<file path="src/hw/flash_status_defs.vh">
/*
 * constants for the flash status register and write-enable gating:
 * bit positions, reset value, opcodes and the busy-cycle time.
 * assumes inclusion by the status block and its stored-cell module.
 */
`ifndef FLASH_STATUS_DEFS_VH
`define FLASH_STATUS_DEFS_VH

// status register bit positions
`define STAT_BUSY_BIT 0
`define STAT_LATCH_BIT 1
`define STAT_BP_LSB 2
`define STAT_BP_MSB 5
`define STAT_QUAD_BIT 6
`define STAT_LOCK_BIT 7
`define STAT_RESET 8'h00
`define STAT_NV_FACTORY 6'h00

// opcodes
`define OP_WRITE_ENABLE 8'h06
`define OP_WRITE_DISABLE 8'h04
`define OP_STATUS_WRITE 8'h01
`define OP_VOL_STATUS_WRITE_ENABLE 8'h50
`define OP_RDSR 8'h05
`define OP_RDERP 8'h81
`define OP_RST_EN 8'h66
`define OP_RST 8'h99
`define OP_SUSPEND 8'h75
`define OP_PAGE_PROG 8'h02
`define OP_QUAD_PROG_A 8'h32
`define OP_QUAD_PROG_B 8'h38
`define OP_SECTOR_ERASE_A 8'hD7
`define OP_SECTOR_ERASE_B 8'h20
`define OP_HALF_BLOCK_ERASE 8'h52
`define OP_BLOCK_ERASE 8'hD8
`define OP_CHIP_ERASE_A 8'hC7
`define OP_CHIP_ERASE_B 8'h60
`define OP_FUNC_REG_WRITE 8'h42
`define OP_RD_PARAM_NV 8'h65
`define OP_RD_PARAM_VOL 8'h63
`define OP_RD_PARAM_VOL_FREE 8'hC0
`define OP_EXT_PARAM_NV 8'h85
`define OP_EXT_PARAM_VOL 8'h83
`define OP_INFO_ERASE 8'h64
`define OP_INFO_PROG 8'h62
`define OP_AUTOBOOT_WRITE 8'h15
`define OP_DYN_PROT_WRITE 8'hFB
`define OP_PERS_PROT_PROG 8'hFD
`define OP_PERS_PROT_ERASE 8'hE4
`define OP_PROT_SETUP_PROG 8'h2F
`define OP_LOCK_BIT_WRITE 8'hA6
`define OP_FREEZE_SET 8'h91
`define OP_GANG_LOCK 8'h7E
`define OP_GANG_UNLOCK 8'h98
`define OP_PASSWORD_PROG 8'hE8

// internal write cycle time, in microseconds, and cycles at 10 MHz
`define BUSY_TIME_US 100
`define CLK_MHZ 10
`define BUSY_CYCLES (`BUSY_TIME_US * `CLK_MHZ)

`endif

</file>
<file path="src/hw/flash_status_write_enable.v">
/*
 * status register and write-enable gating of a serial flash.
 * assumes an instruction decoder in front that presents one opcode
 * pulse per framed instruction, the write-status data byte with it,
 * and chip enable; array program/erase engines report back via done.
 */
`timescale 1ns/1ps
`include "flash_status_defs.vh"

// Functional notes
// register read repeats until chip enable high
// power-up loads volatile bits from stored
// eight-bit status layout, all zero default
// bit zero read-only busy flag
// busy during write cycles, clears on completion
// while busy accept only reads, resets, suspend
// write-class instructions need write enable latch
// opcode 06h sets write enable latch
// write disable clears the latch
// latch clears when write operation completes; volatile writes 63h, 83h and FBh leave it set
// status writes leave the latch set until their write cycle completes
// opcode 01h writes upper six bits
// bits two to five protect blocks
// bit six enables quad pins
// bit seven marks status write-protected
// host sends write enable before program/erase
// host sends write enable before register writes
// host sends write enable before protection ops
// opcode C0h needs no write enable
// protected status ignores write-status when pin low
// chip erase ignored unless protection zero
// host polls busy before next write
module flash_status_write_enable #(
  parameter BUSY_CYCLES = `BUSY_CYCLES
) (
  input wire clk_i,
  input wire sys_rst_i,
  input wire cmd_valid_i,
  input wire [7:0] cmd_opcode_i,
  input wire [7:0] cmd_data_i,
  input wire ce_n_i,
  input wire read_shift_i,
  input wire wp_n_i,
  input wire op_done_i,
  output reg [7:0] read_byte_o,
  output wire [7:0] flash_status_flags_o,
  output wire busy_flag_o,
  output wire write_enable_latch_o,
  output wire [3:0] block_protect_o,
  output wire quad_pin_enable_o,
  output wire status_write_disable_o,
  output wire op_start_o,
  output reg [7:0] op_opcode_o,
  output wire cmd_accept_o,
  output wire cmd_reject_o
);

  localparam ST_IDLE = 2'b00; // no internal cycle
  localparam ST_BUSY = 2'b01; // write cycle running
  localparam ST_SUSP = 2'b10; // program or erase suspended

  ////////////////////////////////////////////////////////////////
  // state
  reg [1:0] state_reg; // write-cycle state
  reg [1:0] state_next;
  reg latch_reg; // write enable latch
  reg latch_next;
  reg [5:0] vol_reg; // volatile copy of upper six bits
  reg [5:0] vol_next;
  reg [5:0] pend_reg; // data to store at cycle end
  reg [5:0] pend_next;
  reg nv_pend_reg; // stored-cell commit pending
  reg nv_pend_next;
  reg arr_op_reg; // current cycle is program/erase
  reg arr_op_next;
  reg [31:0] cnt_reg; // register write cycle timer
  reg [31:0] cnt_next;
  reg load_reg; // power-up load not yet done
  reg in_read_reg; // status read in this frame
  reg primed_reg = 1'b0; // set once the first reset has gone
  wire nv_por; // power-on reset of the stored cells
  wire [5:0] nv_q; // stored cells
  wire cycle_end; // write cycle finishing this clock
  wire reg_write_cycle; // cycle timed internally

  ////////////////////////////////////////////////////////////////
  // opcode classes
  reg is_latch_needed; // write-class instruction
  reg is_array_op; // program or erase of array
  reg is_busy_ok; // allowed while busy
  reg is_nv_write; // non-volatile register write
  always @*
  begin
    is_latch_needed = 1'b0;
    is_array_op = 1'b0;
    is_nv_write = 1'b0;
    case (cmd_opcode_i)
      `OP_PAGE_PROG, `OP_QUAD_PROG_A, `OP_QUAD_PROG_B, `OP_SECTOR_ERASE_A,
      `OP_SECTOR_ERASE_B, `OP_HALF_BLOCK_ERASE, `OP_BLOCK_ERASE, `OP_CHIP_ERASE_A,
      `OP_CHIP_ERASE_B, `OP_INFO_ERASE, `OP_INFO_PROG:
      begin
        is_latch_needed = 1'b1;
        is_array_op = 1'b1;
      end
      `OP_STATUS_WRITE, `OP_FUNC_REG_WRITE, `OP_RD_PARAM_NV, `OP_EXT_PARAM_NV,
      `OP_AUTOBOOT_WRITE, `OP_PERS_PROT_PROG, `OP_PERS_PROT_ERASE, `OP_PROT_SETUP_PROG,
      `OP_LOCK_BIT_WRITE, `OP_FREEZE_SET, `OP_GANG_LOCK, `OP_GANG_UNLOCK,
      `OP_PASSWORD_PROG:
      begin
        is_latch_needed = 1'b1;
        is_nv_write = 1'b1;
      end
      `OP_RD_PARAM_VOL, `OP_EXT_PARAM_VOL, `OP_DYN_PROT_WRITE:
      begin
        is_latch_needed = 1'b1; // volatile writes, no busy cycle
      end
      default:
      begin
        is_latch_needed = 1'b0; // C0h falls here: no latch needed
      end
    endcase
  end

  // reads and resets pass while busy; suspend passes only during program/erase
  always @*
  begin
    case (cmd_opcode_i)
      `OP_RDSR, `OP_RDERP, `OP_RST_EN, `OP_RST: is_busy_ok = 1'b1;
      `OP_SUSPEND: is_busy_ok = arr_op_reg; // only program/erase
      default: is_busy_ok = 1'b0;
    endcase
  end

  ////////////////////////////////////////////////////////////////
  // acceptance
  wire busy = (state_reg == ST_BUSY);
  wire is_chip_erase = (cmd_opcode_i == `OP_CHIP_ERASE_A)
    || (cmd_opcode_i == `OP_CHIP_ERASE_B);
  wire pin_lock = vol_reg[5] && !wp_n_i;
  wire is_status_wr = (cmd_opcode_i == `OP_STATUS_WRITE);
  wire refuse = (busy && !is_busy_ok)
    || (is_latch_needed && !latch_reg)
    || (is_status_wr && pin_lock)
    || (is_chip_erase && (vol_reg[3:0] != 4'h0));
  assign cmd_accept_o = cmd_valid_i && !refuse && !load_reg;
  assign cmd_reject_o = cmd_valid_i && (refuse || load_reg);
  wire start_cycle = cmd_accept_o && (is_array_op || is_nv_write);
  assign op_start_o = start_cycle && is_array_op;
  assign reg_write_cycle = !arr_op_reg;
  assign cycle_end = busy && (arr_op_reg ? op_done_i : (cnt_reg == 32'h0));

  ////////////////////////////////////////////////////////////////
  // next-state logic
  always @*
  begin
    state_next = state_reg;
    latch_next = latch_reg;
    vol_next = vol_reg;
    pend_next = pend_reg;
    nv_pend_next = 1'b0;
    arr_op_next = arr_op_reg;
    cnt_next = cnt_reg;
    if (load_reg)
    begin
      vol_next = nv_q;
    end
    // write cycle progress
    if (busy && reg_write_cycle && cnt_reg != 32'h0)
    begin
      cnt_next = cnt_reg - 32'h1;
    end
    if (cycle_end)
    begin
      state_next = ST_IDLE; // done, success or not
      latch_next = 1'b0;
      nv_pend_next = !arr_op_reg;
    end
    if (cmd_accept_o)
    begin
      case (cmd_opcode_i)
        `OP_WRITE_ENABLE: latch_next = 1'b1;
        `OP_WRITE_DISABLE: latch_next = 1'b0;
        `OP_VOL_STATUS_WRITE_ENABLE: latch_next = latch_reg; // latch untouched
        `OP_RST, `OP_RST_EN:
        begin
          if (cmd_opcode_i == `OP_RST)
          begin
            state_next = ST_IDLE; // reset aborts cycle
            latch_next = 1'b0;
          end
        end
        `OP_SUSPEND:
        begin
          if (busy)
          begin
            state_next = ST_SUSP;
          end
        end
        default:
        begin
          if (is_status_wr)
          begin
            vol_next = cmd_data_i[7:2]; // latch kept
            pend_next = cmd_data_i[7:2];
          end
        end
      endcase
      if (start_cycle)
      begin
        state_next = ST_BUSY;
        arr_op_next = is_array_op;
        cnt_next = BUSY_CYCLES - 1;
      end
    end
  end

  ////////////////////////////////////////////////////////////////
  // registers
  always @(posedge clk_i or posedge sys_rst_i)
  begin
    if (sys_rst_i)
    begin
      state_reg <= ST_IDLE;
      latch_reg <= 1'b0;
      vol_reg <= 6'h00;
      pend_reg <= 6'h00;
      nv_pend_reg <= 1'b0;
      arr_op_reg <= 1'b0;
      cnt_reg <= 32'h0;
      load_reg <= 1'b1; // reload stored bits after power-up
      op_opcode_o <= 8'h00;
    end
    else
    begin
      state_reg <= state_next;
      latch_reg <= latch_next;
      vol_reg <= vol_next;
      pend_reg <= pend_next;
      nv_pend_reg <= nv_pend_next;
      arr_op_reg <= arr_op_next;
      cnt_reg <= cnt_next;
      load_reg <= 1'b0;
      if (op_start_o)
      begin
        op_opcode_o <= cmd_opcode_i;
      end
    end
  end

  ////////////////////////////////////////////////////////////////
  // power-up marker: only the very first reset is a power-on one;
  // without it the stored cells would start unknown, and a later
  // functional reset must not wipe them
  always @(posedge clk_i)
  begin
    if (!sys_rst_i)
    begin
      primed_reg <= 1'b1;
    end
  end
  assign nv_por = sys_rst_i && !primed_reg; // factory value once

  // stored cells keep their value across the functional reset
  status_nv_cells #(
    .WIDTH(6)
  ) u_nv (
    .clk_i(clk_i),
    .por_i(nv_por),
    .commit_i(nv_pend_reg),
    .data_i(pend_reg),
    .data_o(nv_q)
  );

  ////////////////////////////////////////////////////////////////
  // status read: the status byte repeats, resampled each byte, until chip enable rises
  always @(posedge clk_i or posedge sys_rst_i)
  begin
    if (sys_rst_i)
    begin
      in_read_reg <= 1'b0;
      read_byte_o <= `STAT_RESET;
    end
    else if (ce_n_i)
    begin
      in_read_reg <= 1'b0; // frame ended
    end
    else if (cmd_valid_i && cmd_opcode_i == `OP_RDSR)
    begin
      in_read_reg <= 1'b1;
      read_byte_o <= flash_status_flags_o;
    end
    else if (in_read_reg && read_shift_i)
    begin
      read_byte_o <= flash_status_flags_o; // refreshed each byte
    end
  end

  ////////////////////////////////////////////////////////////////
  // field outputs
  assign flash_status_flags_o = {vol_reg, latch_reg, busy};
  assign busy_flag_o = busy;
  assign write_enable_latch_o = latch_reg;
  assign block_protect_o = vol_reg[3:0];
  assign quad_pin_enable_o = vol_reg[4];
  assign status_write_disable_o = vol_reg[5];

endmodule

</file>
<file path="src/hw/status_nv_cells.v">
/*
 * non-volatile copy of the six writable status bits.
 * assumes a commit pulse once a write cycle ends; reset leaves the
 * cells alone except at first power-up where they hold the factory value.
 */
`timescale 1ns/1ps
`include "flash_status_defs.vh"

module status_nv_cells #(
  parameter WIDTH = 6
) (
  input wire clk_i,
  input wire por_i,
  input wire commit_i,
  input wire [WIDTH-1:0] data_i,
  output reg [WIDTH-1:0] data_o
);

  ////////////////////////////////////////////////////////////////
  // stored cells; only power-on forces the factory value
  always @(posedge clk_i or posedge por_i)
  begin
    if (por_i)
    begin
      data_o <= `STAT_NV_FACTORY;
    end
    else if (commit_i)
    begin
      data_o <= data_i;
    end
  end

endmodule

</file>
<file path="config.mk">
export PLATFORM = sky130hd
export DESIGN_NAME = flash_status_write_enable
export DESIGN_NICKNAME = d
export VERILOG_FILES = /design/src/hw/flash_status_write_enable.v /design/src/hw/status_nv_cells.v
export VERILOG_INCLUDE_DIRS = /design/src /design/src/hw
export SDC_FILE = /design/constraint.sdc
export NUM_CORES = 1
export LEC_CHECK = 0
export BUFFER_PORTS_ARGS = -buffer_cell sky130_fd_sc_hd__buf_2
export CORE_ASPECT_RATIO = 1.2
export CORE_MARGIN = 2
export CORE_UTILIZATION = 50
export CTS_BUF_LIST = sky130_fd_sc_hd__clkbuf_4
export DETAILED_ROUTE_END_ITERATION = 10
export HOLD_SLACK_MARGIN = 0.02
export PLACE_DENSITY = 0.71
export SLEW_MARGIN = 40
export SYNTH_ARGS = -nofsm -noshare
export SYNTH_HDL_FRONTEND = slang
export SYNTH_SLANG_ARGS = --single-unit
</file>
<file path="constraint.sdc">
create_clock -name clk_i -period 3.41 [get_ports clk_i]
set_input_delay 0 -clock clk_i [delete_from_list [all_inputs] [get_ports clk_i]]
set_output_delay 0 -clock clk_i [all_outputs]
set_load 0.005 [all_outputs]
</file>
# ---- Word-level counts from Yosys, hierarchy flattened
# Cells that the tools add are included.
dict set report word_totals {
  regBits 73
  input_bits 23
  out_inout_bits 35
}
dict set report classes {
  add_sub_neg 1
  eq_ne 37
  n_mux 27
  bitwise 2
  n_reduce_logical 41
}
# op count
set op_table {}
lappend op_table {{$eq A8 B8 Y1 const B} 14}
lappend op_table {{$mux W32} 3}
lappend op_table {{$eq A8 B7 Y1 const B} 11}
lappend op_table {{$eq A8 B6 Y1 const B} 4}
lappend op_table {{$logic_not A32 Y1} 1}
lappend op_table {{$reduce_bool A32 Y1} 1}
lappend op_table {{$sub A32 B1 Y32 const B} 1}
lappend op_table {{$reduce_or A27 Y1} 1}
lappend op_table {{$eq A8 B3 Y1 const B} 3}
lappend op_table {{$mux W6} 4}
lappend op_table {{$mux W8} 2}
lappend op_table {{$logic_and A1 B1 Y1} 15}
lappend op_table {{$reduce_or A13 Y1} 1}
lappend op_table {{$reduce_or A11 Y1} 1}
lappend op_table {{$mux W1} 10}
lappend op_table {{$mux W2} 5}
lappend op_table {{$eq A8 B1 Y1 const B} 1}
lappend op_table {{$eq A8 B2 Y1 const B} 1}
lappend op_table {{$eq A8 B5 Y1 const B} 1}
lappend op_table {{$logic_not A1 Y1} 6}
lappend op_table {{$logic_or A1 B1 Y1} 6}
lappend op_table {{$reduce_or A6 Y1} 1}
lappend op_table {{$pmux W1 S4} 1}
lappend op_table {{$pmux W2 S2} 1}
lappend op_table {{10 further kinds} 13}

# ---- Longest topological paths before layout
dict set report depth {
  ltp_word 14
  depth_mapped 9
  depth_no_buf 7
}

# ---- Hierarchy
# A second synthesis with hierarchy kept.
dict set report hier_totals {
  cells_unflattened 380
  hier_area_um2 4053.9
}
# module n_inst cells_per_inst area_each_um2
set modules_own_cells {}
lappend modules_own_cells {flash_status_write_enable 1 366 3798.6}
lappend modules_own_cells {status_nv_cells 1 14 255.2}

# ---- Worst setup path before layout
# Ideal clock, no wire load.
dict set report synth_path {
  path_kind {reg-to-reg}
  startpoint {reg cnt_reg[14]}
  endpoint {reg state_reg[0]}
  setup_time_ps 131
  arrival_ps 2373
  t_required_ps 3279
  path_slack_ps 906
  stages_incl_launch_ff 7
  path_buffers 0
  synth_period_minus_slack_ps 2504
  cell_sequence {dfrtp_1 or4_4 or3_1 or4_4 o21ai_2 a221oi_1 or3_1}
}
dict set report synth_via {
  elab_chain_cells 8
  elab_cells_between_ends 9
}
# element line
set synth_lines {}
lappend synth_lines {{start: declaration} flash_status_write_enable.v:76} ;# reg [31:0] cnt_reg;
lappend synth_lines {{start signal: assignment} flash_status_write_enable.v:241} ;# cnt_reg <= cnt_next;
lappend synth_lines {{$logic_not A32 Y1 *} flash_status_write_enable.v:150} ;# assign cycle_end = busy && (arr_op_reg ? op_done_i : (cnt_reg == 32'h0));
lappend synth_lines {{$mux W1 *} flash_status_write_enable.v:150}
lappend synth_lines {{$logic_and A1 B1 Y1 *} flash_status_write_enable.v:150}
lappend synth_lines {{$mux W2 *} flash_status_write_enable.v:172} ;# if (cycle_end)
lappend synth_lines {{$mux W2 (on tied branches)} {flash_status_write_enable.v:194, flash_status_write_enable.v:186}}
lappend synth_lines {{$pmux W2 S2} flash_status_write_enable.v:180} ;# case (cmd_opcode_i)
lappend synth_lines {{$mux W2} flash_status_write_enable.v:208} ;# if (start_cycle)
lappend synth_lines {{$mux W2 *} flash_status_write_enable.v:178} ;# if (cmd_accept_o)
lappend synth_lines {{named net state_next[0]} flash_status_write_enable.v:65} ;# reg [1:0] state_next;
lappend synth_lines {{end signal: assignment} flash_status_write_enable.v:235} ;# state_reg <= state_next;
lappend synth_lines {{end: declaration} flash_status_write_enable.v:64} ;# reg [1:0] state_reg;
# Mark *: on every way through the listed nets, which the timed path passes. The rest lies on a longest branch.
# A chain may end at the register's enable or synchronous reset.

# ---- Worst setup path after layout
# Same ends and word-level chain as after synthesis.

==> qor.yml <==
status:
  outcome: "finished with violations"
  violations: "DRC"
global_routing:
  grt_max_degree: 46
  grt_pass1_wl_mm: 14.3
  grt_usage_pct: 20.2
  gr-total-overflow: 0
  grt_pass1_vias: 3114
  antenna_found_initial: 0
cts:
  numClockSinks: 73
  cts_resized: 0
  cts_buffers: 9
  clockRootBuffer: "clkbuf_4"
  cts_tree: "built"
  cts_buffer_depth: 2
  h-tree-depth: 3
  path_clk_slew_ns: 0.13
  post-cts-setup-buffer-count: 0
  ctsHoldBuffers: 15
  clock_latency_ns: 0.44
timing:
  post-route-min-period_ns: 2.76
  setup_slack_ns: 0.648
  hold_viol_final: 0
  slew_headroom_pct: 50.7
  tns_ns: 0
  finalSetupViolations: 0
  grt_setup_unrepaired: "no"
  period_share_pct: 81.0
  worst_slew_pin_slew_ns: 0.733
  fmax_mhz: 362
  finClkSkew_ns: 0.0279
  slew_viol_final: 0
floorplan:
  rows: 35
  coreArea_um2: 7750
  die_area_um2: 8750
  io_pins: 58
  start_util_pct: 51.7
  die_h_um: 102
  fp.dieW_um: 85.7
worst_setup_path:
  critPathLaunchType: "flop"
  cp.arrival_ns: 3.06
  critPathMaxStageDelay_ns: 0.61
  cp_cell_sequence: "or4_4, or3_1, or4_4, o21ai_2, a221oi_1, or3_1"
  endpoint_kind: "flop"
  worstPathRequired_ns: 3.71
  crit_fanout: 14
  critPathKind: "reg -> reg"
  cp_slowest_cell: "or4_4"
final_layout:
  layout_commonest_cell: "dfrtp_1"
  nNetsFinal: 477
  mostFrequentLayoutCells: "66 x dfrtp_1, 55 x buf_2, 40 x nor2_1, 34 x mux2_2, 18 x nand2_1"
  nFillCells: 669
  largest_reg_flops: 32
  syn_to_final_growth_pct: 14.6
  layout.cells.non_filler: 549
  diodes: 0
  layout-drive-gt1-share_pct: 27.8
placed_design:
  dp_hpwl_mm: 5.65
  pre_cts_ws_ns: 0.686
  port_buffers: 55
  gpl.final_weighted_congestion: 0.931
  placed_cells: 518
route:
  vias: 3148
  drt-total-wl_mm: 8.09
  drc_errors: 10
  drt_iter0_markers: 138
  antenna_left: 0
  drtPass1Iterations: 8
  wire_per_inst_um: 14.7
  avgViaCountPerCell: 5.73
logic_synthesis:
  syn_avg_cell_area_um2: 10.3
  ys_seq_elements: 73
  syn_area_um2: 4010
  synth.net_count: 416
  ys.flop_type: "dfrtp_1"
  synth_edf_count: 6
  ys_seq_area_share_pct: 46.3
  syn_inst: 391
  ys_warn_count: 0
  synth_cell_types: 60
  async_reset_ff_share_pct: 91.8
power_and_ir_drop:
  p_leak_nw: 1.78
  power_density_nw_per_um2: 389
  irDropWorstVdd_mv: 0.317
  power_w: 0.00179
worst_hold_path:
  hp-class: "in -> reg"
run:
  maxCapViolCount: 0
[critical path, delay by kind of cell, from the launching register on]
family             cells  cell delay, ns
AOI/OAI and AO/OA      2            0.29
and+or+nand+nor        4            1.91
DFF                    1            0.45
[Yosys cell counts, drive strengths merged (2+ instances only)]
cell | count | area, um2
or3 | 10 | 62.6
and2 | 4 | 25.0
a21oi | 9 | 45.0
inv | 7 | 26.3
or2 | 2 | 12.5
o21a | 2 | 15.0
o21ai | 7 | 38.8
nand4b | 5 | 43.8
nor4 | 17 | 113
a32oi | 2 | 17.5
nor3b | 4 | 35.0
xor2 | 12 | 105
nand2b | 12 | 82.6
nand4 | 11 | 68.8
ha | 2 | 25.0
nand3 | 12 | 60.1
nand3b | 3 | 22.5
o31ai | 4 | 30.0
buf | 19 | 111
nor3 | 11 | 55.1
nor4b | 4 | 35.0
dfrtp | 66 | 1650
a221oi | 2 | 17.5
a31oi | 4 | 25.0
nand2 | 19 | 73.8
clkbuf | 8 | 30.0
nor2b | 10 | 62.6
mux2 | 34 | 383
or4 | 5 | 48.8
a22oi | 3 | 22.5
edfxtp | 6 | 180
nor2 | 41 | 156
xnor2 | 16 | 140
[final cells by class]
| type | instances | area (um2) | share of cell area, % |
|---|---|---|---|
| Sequential cell | 73 | 1860 | 40.4 |
| Multi-Input combinational cell | 284 | 1990 | 43.2 |
| Timing Repair Buffer | 77 | 478 | 10.4 |
| Inverter | 7 | 28.8 | 0.626 |
| Clock inverter | 7 | 61.3 | 1.33 |
| Tap cell | 92 | 115 | 2.50 |
| Clock buffer | 9 | 67.6 | 1.47 |
[power breakdown]
| group | switching [W] | leakage [nW] | internal [W] | total (W) |
|---|---|---|---|---|
| Clock | 0.000341 | 0.0655 | 0.000163 | 0.000504 |
| Combinational | 0.000165 | 0.915 | 0.000134 | 0.000299 |
| Sequential | 0.0000544 | 0.802 | 0.000932 | 0.000986 |
| Total | 0.000561 | 1.78 | 0.00123 | 0.00179 |
[stage by stage]
step	cell area (um2)	utilization, %	hold WS, ns
6_report	4600	59.3	0.0945
3_5_place_dp	4320	55.7	0.100
5_1_grt	4600	59.3	0.102
3_3_place_gp	4310	55.7	0.170
4_1_cts	4600	59.3	0.0622
2_1_floorplan	4010	-	0.0631
[layer usage]
layer	global-route usage (%)	vias to the layer above	share of wire [%]
met1	26.5	1528	45
met2	33.5	70	50
met4	7.20	0	1.5
met5	0	-	0
met3	4.28	10	4.1
li1	-	1540	-
[cells by family (layout without fill, tap and decap cells)]
family | after synthesis | after routing | synth area share, %
buffers and inverters | 34 | 100 | 4.18
multiplexers | 35 | 35 | 9.80
XOR/XNOR | 29 | 29 | 6.68
flip-flops | 73 | 73 | 46.3
AND/OR/NAND/NOR | 174 | 174 | 24.8
AO/OA/AOI/OAI | 43 | 43 | 7.46
adder cells (fa/ha/maj) | 2 | 2 | 0.624
other | 1 | 1 | 0.0935
[path summary, 6_finish.rpt]
path / startpoint / end / slack [ns] / depth (start not counted)
max: cnt_reg[14] / state_reg[0] / 0.65 / 6
min: cmd_opcode_i[2] / op_opcode_o[2] / 0.09 / 2
max reg2reg: cnt_reg[14] / state_reg[0] / 0.65 / 6
min reg2reg: pend_reg[1] / u_nv.data_o[1] / 0.44 / 0
max in group asynchronous: sys_rst_i / cnt_reg[0] / 2.53 / 4
min in group asynchronous: sys_rst_i / read_byte_o[3] / 0.15 / 3
No activity file was read; power rests on OpenSTA's default activity.
